### src/core/scgc_defines.svh
// constants for the system clock generator control block
// assumes one 125 MHz clock and an 8-bit special-function register port
//
// Behaviour
// - after any reset the cpu runs from the fast internal oscillator
// - main oscillator or external main clock stops on stop instruction or halt bit 7
// - fast internal oscillator stops on stop instruction or halt bit 0
// - fast internal frequency comes from option byte, software may change it later
// - main clock is high-speed system clock or fast internal, chosen by bit 4
// - sub oscillator or external sub clock stops when halt bit 6 is set
// - slow internal oscillator can never become the cpu clock
// - slow internal oscillator runs when watchdog option or low-speed select is 1
// - watchdog only, no standby option: slow oscillator stops on halt or stop
// - mode register takes one 8-bit write after reset, reads only 8-bit
// - mode register resets to 00H; sub pin and drive bits only on power-on
// - main pin field 00/10 port, 01 crystal, 11 external clock
// - sub pin field 00/10 port, 01 sub crystal, 11 external sub clock
// - sub drive 00 low power, 01 normal, 10 ultra-low, 11 prohibited
// - main gain bit 0 for 1 to 10 MHz, 1 above 10 up to 20 MHz
// - mode register at FFFA0H, reset 00H, fields 7:6, 5:4, 3 zero, 2:1, 0
// - clock select register at FFFA4H, reset 00H, bit or byte access
// - cpu source bit 0 main, 1 sub; status flag reports the source in use
// - main status flag 0 for fast internal, 1 for high-speed system clock
// - clock status and main status flags are read-only
`ifndef SCGC_DEFINES_SVH
`define SCGC_DEFINES_SVH
`define SCGC_ADDR_W 20
`define SCGC_PIN_MODE_ADDR 20'hFFFA0
`define SCGC_CLK_SEL_ADDR 20'hFFFA4
`define SCGC_OSC_RUN_ADDR 20'hFFFA1
`define SCGC_SUB_SUPPLY_ADDR 20'hFFFA5
`define SCGC_FAST_DIV_ADDR 20'hFFFA8
`define SCGC_PIN_MODE_RESET 8'h00
`define SCGC_CLK_SEL_RESET 8'h00
`define SCGC_OSC_RUN_RESET 8'hC0
`define SCGC_SUB_SUPPLY_RESET 8'h00
`define SCGC_MAIN_FIELD_HI 7
`define SCGC_MAIN_FIELD_LO 6
`define SCGC_SUB_FIELD_HI 5
`define SCGC_SUB_FIELD_LO 4
`define SCGC_DRIVE_HI 2
`define SCGC_DRIVE_LO 1
`define SCGC_GAIN_BIT 0
`define SCGC_PIN_MODE_MASK 8'hF7
`define SCGC_CLS_BIT 7
`define SCGC_CSS_BIT 6
`define SCGC_MCS_BIT 5
`define SCGC_MCM_BIT 4
`define SCGC_MAIN_HALT_BIT 7
`define SCGC_SUB_HALT_BIT 6
`define SCGC_FAST_HALT_BIT 0
`define SCGC_LOW_SEL_BIT 4
`define SCGC_WDT_EN_BIT 4
`define SCGC_WDT_STBY_BIT 0
`define SCGC_FAST_DIV_W 3
`endif

### src/core/scgc_pkg.sv
// types for the system clock generator control block
// assumes scgc_defines.svh for the numbers
`include "scgc_defines.svh"
package scgc_pkg;
    typedef enum logic [1:0] {
        SCGC_PIN_PORT,
        SCGC_PIN_CRYSTAL,
        SCGC_PIN_EXT_CLOCK
    } scgc_pin_mode_t;
    typedef enum logic [1:0] {
        SCGC_DRIVE_LOW_POWER,
        SCGC_DRIVE_NORMAL,
        SCGC_DRIVE_ULTRA_LOW,
        SCGC_DRIVE_PROHIBITED
    } scgc_drive_t;
    typedef enum logic [1:0] {
        SCGC_CPU_FAST_INTERNAL,
        SCGC_CPU_HIGH_SPEED,
        SCGC_CPU_SUB
    } scgc_cpu_src_t;
    typedef enum logic [2:0] {
        SCGC_FREQ_24M,
        SCGC_FREQ_16M,
        SCGC_FREQ_12M,
        SCGC_FREQ_8M,
        SCGC_FREQ_6M,
        SCGC_FREQ_4M,
        SCGC_FREQ_3M,
        SCGC_FREQ_2M
    } scgc_fast_freq_t;
endpackage : scgc_pkg

### src/core/scgc_pin_sync.sv
// three-stage synchroniser with agreement filter
// assumes a single asynchronous input bit and the block clock
`timescale 1ns/1ns
module scgc_pin_sync (
    input wire logic clk_sys_in,
    input wire logic rst_in,
    input wire logic ce_in,
    input wire logic async_in,
    output logic level_out
);
    import scgc_pkg::*;
    typedef struct packed {
        logic [2:0] stage;
        logic level;
    } scgc_sync_st_t;
    scgc_sync_st_t st_q;
    scgc_sync_st_t st_d;
    always_comb begin
        st_d = st_q;
        st_d.stage = {st_q.stage[1:0], async_in};
        if (st_q.stage[1] == st_q.stage[2]) begin
            st_d.level = st_q.stage[2];
        end
    end
    always_ff @(posedge clk_sys_in or posedge rst_in) begin
        if (rst_in) begin
            st_q <= '0;
        end else if (ce_in) begin
            st_q <= st_d;
        end
    end
    assign level_out = st_q.level;
endmodule // scgc_pin_sync

### src/core/scgc_clock_control.sv
// system clock generator control: mode, select, run and supply registers
// assumes an 8-bit register port from the cpu and oscillators outside
`timescale 1ns/1ns
`include "scgc_defines.svh"
module scgc_clock_control (
    input wire logic clk_sys_in,
    input wire logic rst_in,
    input wire logic por_in,
    input wire logic ce_in,
    input wire logic [`SCGC_ADDR_W-1:0] reg_addr_in,
    input wire logic reg_wr_in,
    input wire logic reg_rd_in,
    input wire logic reg_byte_in,
    input wire logic [2:0] reg_bit_in,
    input wire logic [7:0] reg_wdata_in,
    input wire logic [7:0] option_wdt_in,
    input wire logic [2:0] option_freq_in,
    input wire logic stop_exec_in,
    input wire logic halt_exec_in,
    input wire logic sub_clock_ok_in,
    output logic [7:0] reg_rdata_out,
    output logic reg_ack_out,
    output logic main_osc_run_out,
    output logic sub_osc_run_out,
    output logic fast_osc_run_out,
    output logic slow_osc_run_out,
    output scgc_pkg::scgc_pin_mode_t main_pin_mode_out,
    output scgc_pkg::scgc_pin_mode_t sub_pin_mode_out,
    output scgc_pkg::scgc_drive_t sub_drive_out,
    output logic main_gain_out,
    output scgc_pkg::scgc_fast_freq_t fast_freq_out,
    output scgc_pkg::scgc_cpu_src_t cpu_src_out
);
    import scgc_pkg::*;

    ////////////////////////////////////////////////////////////////////////////
    // decoding helpers

    function automatic scgc_pin_mode_t pin_decode(input logic [1:0] f);
        unique case (f)
            2'h1: pin_decode = SCGC_PIN_CRYSTAL;
            2'h3: pin_decode = SCGC_PIN_EXT_CLOCK;
            default: pin_decode = SCGC_PIN_PORT;
        endcase
    endfunction

    function automatic logic [7:0] bit_merge(input logic [7:0] old, input logic [7:0] wd,
            input logic byte_acc, input logic [2:0] bsel);
        logic [7:0] r;
        r = old;
        if (byte_acc) begin
            r = wd;
        end else begin
            r[bsel] = wd[bsel];
        end
        bit_merge = r;
    endfunction

    ////////////////////////////////////////////////////////////////////////////
    // state

    typedef struct packed {
        logic [7:0] pin_mode;
        logic pin_mode_locked;
        logic cpu_src_sel;
        logic main_src_sel;
        logic cpu_src_stat;
        logic main_src_stat;
        logic main_halt;
        logic sub_halt;
        logic fast_halt;
        logic low_sel;
        logic [2:0] fast_div;
        logic strap_taken;
        logic [7:0] rdata;
        logic ack;
        logic main_run;
        logic sub_run;
        logic fast_run;
        logic slow_run;
        logic [1:0] cpu_src;
        logic stop_mode;
        logic [1:0] main_pin;
        logic [1:0] sub_pin;
    } scgc_state_t;

    scgc_state_t st_q;
    scgc_state_t st_d;
    scgc_state_t live_q;
    logic [6:0] keep_q;
    logic sub_ok;
    logic wr_pin;
    logic wr_sel;
    logic wr_run;
    logic wr_sup;
    logic wr_div;
    logic main_ready;
    logic [7:0] sel_view;
    logic [7:0] run_view;
    logic [7:0] sup_view;
    logic wdt_en;
    logic wdt_stby;

    scgc_pin_sync sub_sync_inst (
        .clk_sys_in(clk_sys_in),
        .rst_in(rst_in),
        .ce_in(ce_in),
        .async_in(sub_clock_ok_in),
        .level_out(sub_ok)
    );

    ////////////////////////////////////////////////////////////////////////////
    // register access

    assign wr_pin = reg_wr_in && reg_addr_in == `SCGC_PIN_MODE_ADDR;
    assign wr_sel = reg_wr_in && reg_addr_in == `SCGC_CLK_SEL_ADDR;
    assign wr_run = reg_wr_in && reg_addr_in == `SCGC_OSC_RUN_ADDR;
    assign wr_sup = reg_wr_in && reg_addr_in == `SCGC_SUB_SUPPLY_ADDR;
    assign wr_div = reg_wr_in && reg_addr_in == `SCGC_FAST_DIV_ADDR;
    assign wdt_en = option_wdt_in[`SCGC_WDT_EN_BIT];
    assign wdt_stby = option_wdt_in[`SCGC_WDT_STBY_BIT];
    assign main_ready = st_q.main_pin != SCGC_PIN_PORT && st_q.main_run;

    always_comb begin
        sel_view = 8'h00;
        sel_view[`SCGC_CLS_BIT] = st_q.cpu_src_stat;
        sel_view[`SCGC_CSS_BIT] = st_q.cpu_src_sel;
        sel_view[`SCGC_MCS_BIT] = st_q.main_src_stat;
        sel_view[`SCGC_MCM_BIT] = st_q.main_src_sel;
        run_view = 8'h00;
        run_view[`SCGC_MAIN_HALT_BIT] = st_q.main_halt;
        run_view[`SCGC_SUB_HALT_BIT] = st_q.sub_halt;
        run_view[`SCGC_FAST_HALT_BIT] = st_q.fast_halt;
        sup_view = 8'h00;
        sup_view[`SCGC_LOW_SEL_BIT] = st_q.low_sel;
    end

    ////////////////////////////////////////////////////////////////////////////
    // next state

    always_comb begin
        logic [7:0] nv;
        nv = 8'h00;
        st_d = st_q;
        st_d.ack = reg_wr_in || reg_rd_in;
        st_d.rdata = 8'h00;
        if (!st_q.strap_taken) begin
            st_d.strap_taken = 1'b1;
            st_d.fast_div = option_freq_in;
        end
        if (reg_rd_in) begin
            unique case (reg_addr_in)
                `SCGC_PIN_MODE_ADDR: st_d.rdata = reg_byte_in ? st_q.pin_mode : 8'h00;
                `SCGC_CLK_SEL_ADDR: st_d.rdata = sel_view;
                `SCGC_OSC_RUN_ADDR: st_d.rdata = run_view;
                `SCGC_SUB_SUPPLY_ADDR: st_d.rdata = sup_view;
                `SCGC_FAST_DIV_ADDR: st_d.rdata = {5'h00, st_q.fast_div};
                default: st_d.rdata = 8'h00;
            endcase
        end
        if (wr_pin && reg_byte_in && !st_q.pin_mode_locked) begin
            st_d.pin_mode = reg_wdata_in & `SCGC_PIN_MODE_MASK;
            st_d.pin_mode_locked = 1'b1;
        end
        if (wr_sel) begin
            nv = bit_merge(sel_view, reg_wdata_in, reg_byte_in, reg_bit_in);
            st_d.cpu_src_sel = nv[`SCGC_CSS_BIT];
            st_d.main_src_sel = nv[`SCGC_MCM_BIT];
        end
        if (wr_run) begin
            nv = bit_merge(run_view, reg_wdata_in, reg_byte_in, reg_bit_in);
            st_d.main_halt = nv[`SCGC_MAIN_HALT_BIT];
            st_d.sub_halt = nv[`SCGC_SUB_HALT_BIT];
            st_d.fast_halt = nv[`SCGC_FAST_HALT_BIT];
        end
        if (wr_sup) begin
            nv = bit_merge(sup_view, reg_wdata_in, reg_byte_in, reg_bit_in);
            st_d.low_sel = nv[`SCGC_LOW_SEL_BIT];
        end
        if (wr_div && reg_wdata_in[2:0] != 3'h7) begin
            st_d.fast_div = reg_wdata_in[2:0];
        end
        if (stop_exec_in) begin
            st_d.stop_mode = 1'b1;
        end else if (reg_wr_in || reg_rd_in) begin
            st_d.stop_mode = 1'b0;
        end
        // status follows select only once the target source is alive; cpu status returns to main at once
        if (st_q.main_src_sel && main_ready) begin
            st_d.main_src_stat = 1'b1;
        end else if (!st_q.main_src_sel && st_q.fast_run) begin
            st_d.main_src_stat = 1'b0;
        end
        if (st_q.cpu_src_sel && st_q.sub_run && sub_ok) begin
            st_d.cpu_src_stat = 1'b1;
        end else if (!st_q.cpu_src_sel) begin
            st_d.cpu_src_stat = 1'b0;
        end
        st_d.main_pin = pin_decode(st_d.pin_mode[`SCGC_MAIN_FIELD_HI:`SCGC_MAIN_FIELD_LO]);
        st_d.sub_pin = pin_decode(st_d.pin_mode[`SCGC_SUB_FIELD_HI:`SCGC_SUB_FIELD_LO]);
        st_d.main_run = !st_d.main_halt && !st_d.stop_mode
            && st_d.main_pin != SCGC_PIN_PORT;
        st_d.fast_run = !st_d.fast_halt && !st_d.stop_mode;
        st_d.sub_run = !st_d.sub_halt && st_d.sub_pin != SCGC_PIN_PORT;
        st_d.slow_run = (wdt_en || st_d.low_sel)
            && !(wdt_en && !st_d.low_sel && !wdt_stby
            && (st_d.stop_mode || halt_exec_in));
        // slow oscillator is never a cpu source: only three encodings exist
        if (st_d.cpu_src_stat) begin
            st_d.cpu_src = 2'(SCGC_CPU_SUB);
        end else if (st_d.main_src_stat) begin
            st_d.cpu_src = 2'(SCGC_CPU_HIGH_SPEED);
        end else begin
            st_d.cpu_src = 2'(SCGC_CPU_FAST_INTERNAL);
        end
    end

    ////////////////////////////////////////////////////////////////////////////
    // registers; power-on keeps sub pin and drive fields otherwise

    // state view: power-on-only bits override their copies in live_q
    always_comb begin
        st_q = live_q;
        st_q.pin_mode[5:4] = keep_q[6:5];
        st_q.pin_mode[2:1] = keep_q[4:3];
        st_q.sub_halt = keep_q[2];
        st_q.sub_pin = keep_q[1:0];
    end

    always_ff @(posedge clk_sys_in or posedge rst_in) begin
        if (rst_in) begin
            live_q <= '{main_halt: 1'b1, fast_run: 1'b1, default: '0};
        end else if (ce_in) begin
            live_q <= st_d;
        end
    end

    // power-on-only domain: sub pin field, sub drive field, sub halt, sub pin decode
    always_ff @(posedge clk_sys_in or posedge por_in) begin
        if (por_in) begin
            keep_q <= 7'h04;
        end else if (ce_in) begin
            keep_q <= {st_d.pin_mode[5:4], st_d.pin_mode[2:1], st_d.sub_halt, st_d.sub_pin};
        end
    end

    ////////////////////////////////////////////////////////////////////////////
    // outputs

    assign reg_rdata_out = st_q.rdata;
    assign reg_ack_out = st_q.ack;
    assign main_osc_run_out = st_q.main_run;
    assign sub_osc_run_out = st_q.sub_run;
    assign fast_osc_run_out = st_q.fast_run;
    assign slow_osc_run_out = st_q.slow_run;
    assign main_pin_mode_out = scgc_pin_mode_t'(st_q.main_pin);
    assign sub_pin_mode_out = scgc_pin_mode_t'(st_q.sub_pin);
    assign sub_drive_out =
        scgc_drive_t'(st_q.pin_mode[`SCGC_DRIVE_HI:`SCGC_DRIVE_LO]);
    assign main_gain_out = st_q.pin_mode[`SCGC_GAIN_BIT];
    assign fast_freq_out = scgc_fast_freq_t'(st_q.fast_div);
    assign cpu_src_out = scgc_cpu_src_t'(st_q.cpu_src);
endmodule // scgc_clock_control

### config.mk
export PLATFORM = sky130hd
export DESIGN_NAME = scgc_clock_control
export DESIGN_NICKNAME = d
export VERILOG_FILES = /design/src/core/scgc_pkg.sv /design/src/core/scgc_pin_sync.sv /design/src/core/scgc_clock_control.sv
export VERILOG_INCLUDE_DIRS = /design/src /design/src/core
export SDC_FILE = /design/constraint.sdc
export NUM_CORES = 1
export LEC_CHECK = 0
export BUFFER_PORTS_ARGS = -buffer_cell sky130_fd_sc_hd__buf_2
export CAP_MARGIN = 20
export CORE_MARGIN = 3
export CORE_UTILIZATION = 35
export DETAILED_ROUTE_END_ITERATION = 8
export PLACE_DENSITY = 0.66
export SETUP_SLACK_MARGIN = 0.15
export SLEW_MARGIN = 20
export SYNTH_ARGS = -nofsm -noshare
export SYNTH_HDL_FRONTEND = slang
export SYNTH_SLANG_ARGS = --single-unit
### constraint.sdc
create_clock -name clk_sys_in -period 4.3 [get_ports clk_sys_in]
set_input_delay 0.86 -clock clk_sys_in [delete_from_list [all_inputs] [get_ports clk_sys_in]]
set_output_delay 0.86 -clock clk_sys_in [all_outputs]
set_load 0.005 [all_outputs]
# Word-level counts from Yosys, hierarchy flattened
# Cells that the tools add are included.
# word_totals
regBits	48
inputBits	52
output_inout_bits	25
word_cells	107
# op_classes
n_lt_le_gt_ge	2
eq_ne	12
muxes	28
reduce_logical	41
# ops
op	n
$eq 20x20->1 const B	5
$pmux 8 s5	1
$bwmux 8	3
$mux 8	3
$logic_and 1x1->1	22
$mux 1	10
$logic_not 1->1	9
$mux 9	1
$pmux 2 s2	2
$reduce_and 2->1	4
$mux 7	1
$mux 3	2
$reduce_bool 2->1	3
$mux 5	1
$eq 2x1->1 const B	2
$eq 2x2->1 const B	2
$lt 3x4->1 const B	1
$mux 4	1
$bmux 1 s3	1
$demux 1 s3	1
$ge 3x1->1 const B	1
$logic_or 1x1->1	3
$ne 3x3->1 const B	1
$mux 2	1
2 further kinds	2

# Depth between registers and ports, before layout
# logic_depth
depth_word	13
depth_mapped	6

# Hierarchy
# A second synthesis with hierarchy kept.
# hier_totals
cells_unflattened	236
area_unflattened_um2	2391.0
# by_module_without_submodules
mod	n_inst	cells_each	area_per_inst_um2	seq_area_each_um2
scgc_clock_control	1	223	2232.1	954.7
scgc_pin_sync	1	13	158.9	100.1

# Least setup slack after synthesis
# No wires, ideal clock.
# synth_timing
path_kind	input port to flip-flop
start	input port reg_addr_in[6]
end	register live_q[24] (netlist name)
setup_time_ns	0.125
arrival_time_ns	2.308
path_slack_ns	1.867
stages	5
n_path_buf	0
cell_sequence	nand4bb_1 > or4_4 > nor4_4 > nand2_1 > mux2_4
# synth_between
elab_chain_cells	3
# synth_rtl
item	line_no	source
from (decl)	scgc_clock_control.sv:10	input wire logic [`SCGC_ADDR_W-1:0] reg_addr_in,
$eq 20x20->1	n/a	
$logic_and 1x1->1 (no source line)	n/a	
$mux 1	scgc_clock_control.sv:176	if (wr_sup) begin
to (signal assigned)	scgc_clock_control.sv:234	live_q <= st_d;
to (decl)	scgc_clock_control.sv:89	scgc_state_t live_q;
# No other way between the ends.
# A chain may end at the register's enable or synchronous reset.

# Final worst setup path
# Ends and elaborated chain as after synthesis.

==> results.md <==
* **result of the run** completed
* **number of clock sinks** 42
* **number of nets with antenna violations after routing** 0
* **static leakage** 1.29 nW
* **grt total ovfl** 0
* **Total Neg Setup Slack** 0 ns
* **arrival time worst endpoint** 2.55 ns
* **register bit total from synthesis** 42
* **area of the placeable core** 0.00646 mm^2
* **share of the yosys chip area belonging to registers** 44.3%
* **CTS H-Tree Depth** 2
* **combinational fraction of design power** 11.8%
* **area of the die** 0.00783 mm^2
* **number of hold violations in the final report** 0
* **number of setup violations in the final report** 0
* **category of the critical setup timing path** input port to register
* **async set-reset flop share out of synthesis** 100%
* **post-CTS setup buffers** 0
* **max-slew violation total from the final report** 0
* **RSZ-0062 raised after global routing** no
* **Antenna Diode Count** 0
* **Min-Delay Path Class** input port to async pin
* **gate count of the mapped netlist** 247
* **share of cells above drive strength 1** 36.4%
* **antenna violations before repair** 0
* **Post-layout nets** 348
* **number of placement rows** 29
* **Post-synth top cells** dfrtp_1, nand2_1, buf_4
* **first drt pass iteration count** 4
* **CTS Hold Bufs** 0
* **Total Routed Length** 5710 um
* **clock latency at the later pin of the worst-skew pair** 0.29 ns
* **die extent in x** 88.5 um
* **global placer's final weighted congestion** 0.858
* **DRC violation count after routing** 0
* **Pint** 630 uW
* **first-pass GRT wire length** 9380 um
* **worst setup skew after layout** 0.00630 ns
* **Sw Share** 24.5%
* **most frequent cell after synthesis** dfrtp_1
* **category of the worst setup path capture point** register
* **switching power** 204 uW
* **clock input transition at the sequential cells of the worst setup and hold paths** 0.08 ns
* **type of element launching the critical path** input port
* **Req. time, crit path** 4.48 ns
* **Max-slew headroom** 62.8%
* **Overall Global Routing Usage** 15.5%
* **Primary FF master, synth** dfrtp_1
* **I/O pin cnt** 77
* **Final Total Pwr** 834 uW
* **vias in the first global route** 1912
* **DIE HEIGHT** 88.5 um
* **library cells used by synthesis** 43
* **peak clock frequency supported by timing** 423 MHz
* **portion of synthesized cell area occupied by the leading cell type** 41.0%
* **number of max-capacitance violations reported** 0
* **DRC marker count from the first detailed-route iteration** 123
* **Final period util** 55.0%
* **synthesis-to-layout area growth** 16.2%
* **quantity of I/O buffers inserted on ports** 68
* **Inserted Clock Buffers** 5
* **post-cts repair resize count** 0
* **number of enable-type register cells in the synthesized netlist** 0
* **largest net degree at the start of global routing** 36
* **final worst path period need** 2.37 ns
* **pin slew with the least headroom to its limit** 0.559 ns
* **HPWL after detailed placement** 4310 um
* **Worst IR Drop VDD** 0.000141 V
* **mean post-synth cell area** 9.64 um^2
* **wire length per cell** 15.3 um
* **effective utilization at floorplan** 36.9%
* **via count normalized by instance count** 5.24
* **most area-consuming cells after synthesis** dfrtp_1, mux2_2, buf_4
* **Critical Path Fanout Max** 3
* **library cell occupying the most area in the post-synthesis netlist** dfrtp_1
* **share of total power in sequential cells** 51.1%
* **syn_nets** 299
* **cell area after synthesis** 0.00238 mm^2
* **clock tree from TritonCTS** yes
* **Yosys warning count** 0
* **Root Driver** clkbuf_8
* **maximum root-to-sink buffer count** 2
* **clock network power share** 37.1%
* **pwr dens** 301 mW/mm^2
* **routed via count** 1961
-- sequential cells by signal (all words and copies together) (netlist names) --
name / count
cpu_src_out: 1
fast_freq_out: 3
fast_osc_run_out: 1
keep_q: 7
live_q: 12
main_gain_out: 1
main_osc_run_out: 1
main_pin_mode_out: 2
reg_ack_out: 1
reg_rdata_out: 7
slow_osc_run_out: 1
sub_osc_run_out: 1
sub_sync_inst.level_out: 1
sub_sync_inst.st_d: 2
sub_sync_inst.st_q: 1
-- worst max-delay path, cell delays in order --
cell	delay (ns)
buf_2	0.09
nand4bb_1	0.22
or4_4	0.62
nor4_4	0.32
nand2_1	0.11
mux2_4	0.32
-- through the flow --
| step | instances | hold slack [ns] | utilization (%) | setup WS (ns) | instance area, um^2 |
|---|---|---|---|---|---|
| 6_report | 374 | 0.476 | 42.8 | 1.93 | 2770 |
| 4_1_cts | 374 | 0.480 | 42.8 | 1.94 | 2770 |
| 3_5_place_dp | 366 | 0.464 | 41.2 | 1.62 | 2660 |
| 5_1_grt | 374 | 0.477 | 42.8 | 1.88 | 2770 |
| 3_3_place_gp | 366 | 0.452 | 41.2 | 1.63 | 2660 |
| 2_1_floorplan | 247 | 0.436 | - | 1.87 | 2380 |
-- layout by cell type (no fill, tap or decap), drive strengths merged, types with 4 or more instances in the layout --
cell type  count
and2           4
nand4          7
nor3           4
nand2         31
dfrtp         39
nand3b         4
mux2          20
nor2b          6
buf           71
nand3          7
nor2          15
clkbuf         7
o2bb2ai       10
o21ai         16
inv            5
a21oi         12
-- kinds of logic after synthesis --
| kind of cell | Yosys count | synth area share (%) |
|---|---|---|
| muxes | 23 | 10.9 |
| and+or+nand+nor | 93 | 21.6 |
| buffers and inverters | 35 | 8.78 |
| other | 1 | 0.157 |
| AOI/OAI and AO/OA | 53 | 14.3 |
| DFF | 42 | 44.3 |
-- final cells by class --
type	instances	area, um^2
sequential	42	1050
tap	77	96.3
multi-input combinational	170	1120
clock buffer	7	76.3
clock inverter	1	30.0
inverter	6	22.5
fill	640	3690
timing repair buffer	71	363
-- power groups by stage --
stage / registers (mW) / clock network (mW) / logic [mW]
final: 0.426 / 0.310 / 0.0984
after global placement: 0.433 / 0 / 0.0974
after floorplan: 0.431 / 0 / 0.0618
after CTS: 0.426 / 0.320 / 0.100
after detailed placement: 0.433 / 0 / 0.0997
after global routing: 0.428 / 0.333 / 0.112
-- metal layers --
layer	up-vias	part of all wire, %	global-route usage, %
met5	-	0	0
met4	0	1.6	4.53
met3	11	6.1	3.91
met2	52	48	25.5
met1	937	45	20.1
li1	961	-	-
-- final timing paths --
path	start	end	slack (ns)	cells after the start
max in group asynchronous	rst_in	live_q[27]	3.29	3
min in group clk_sys_in	reg_rdata_out[5]	reg_rdata_out[5]	0.48	1
setup reg to reg	live_q[32]	live_q[40]	2.42	4
setup / recovery	reg_addr_in[6]	live_q[24]	1.93	6
hold reg to reg	reg_rdata_out[5]	reg_rdata_out[5]	0.48	1
hold / removal	por_in	keep_q[4]	0.48	2
Power figures use the tool's default switching activity.
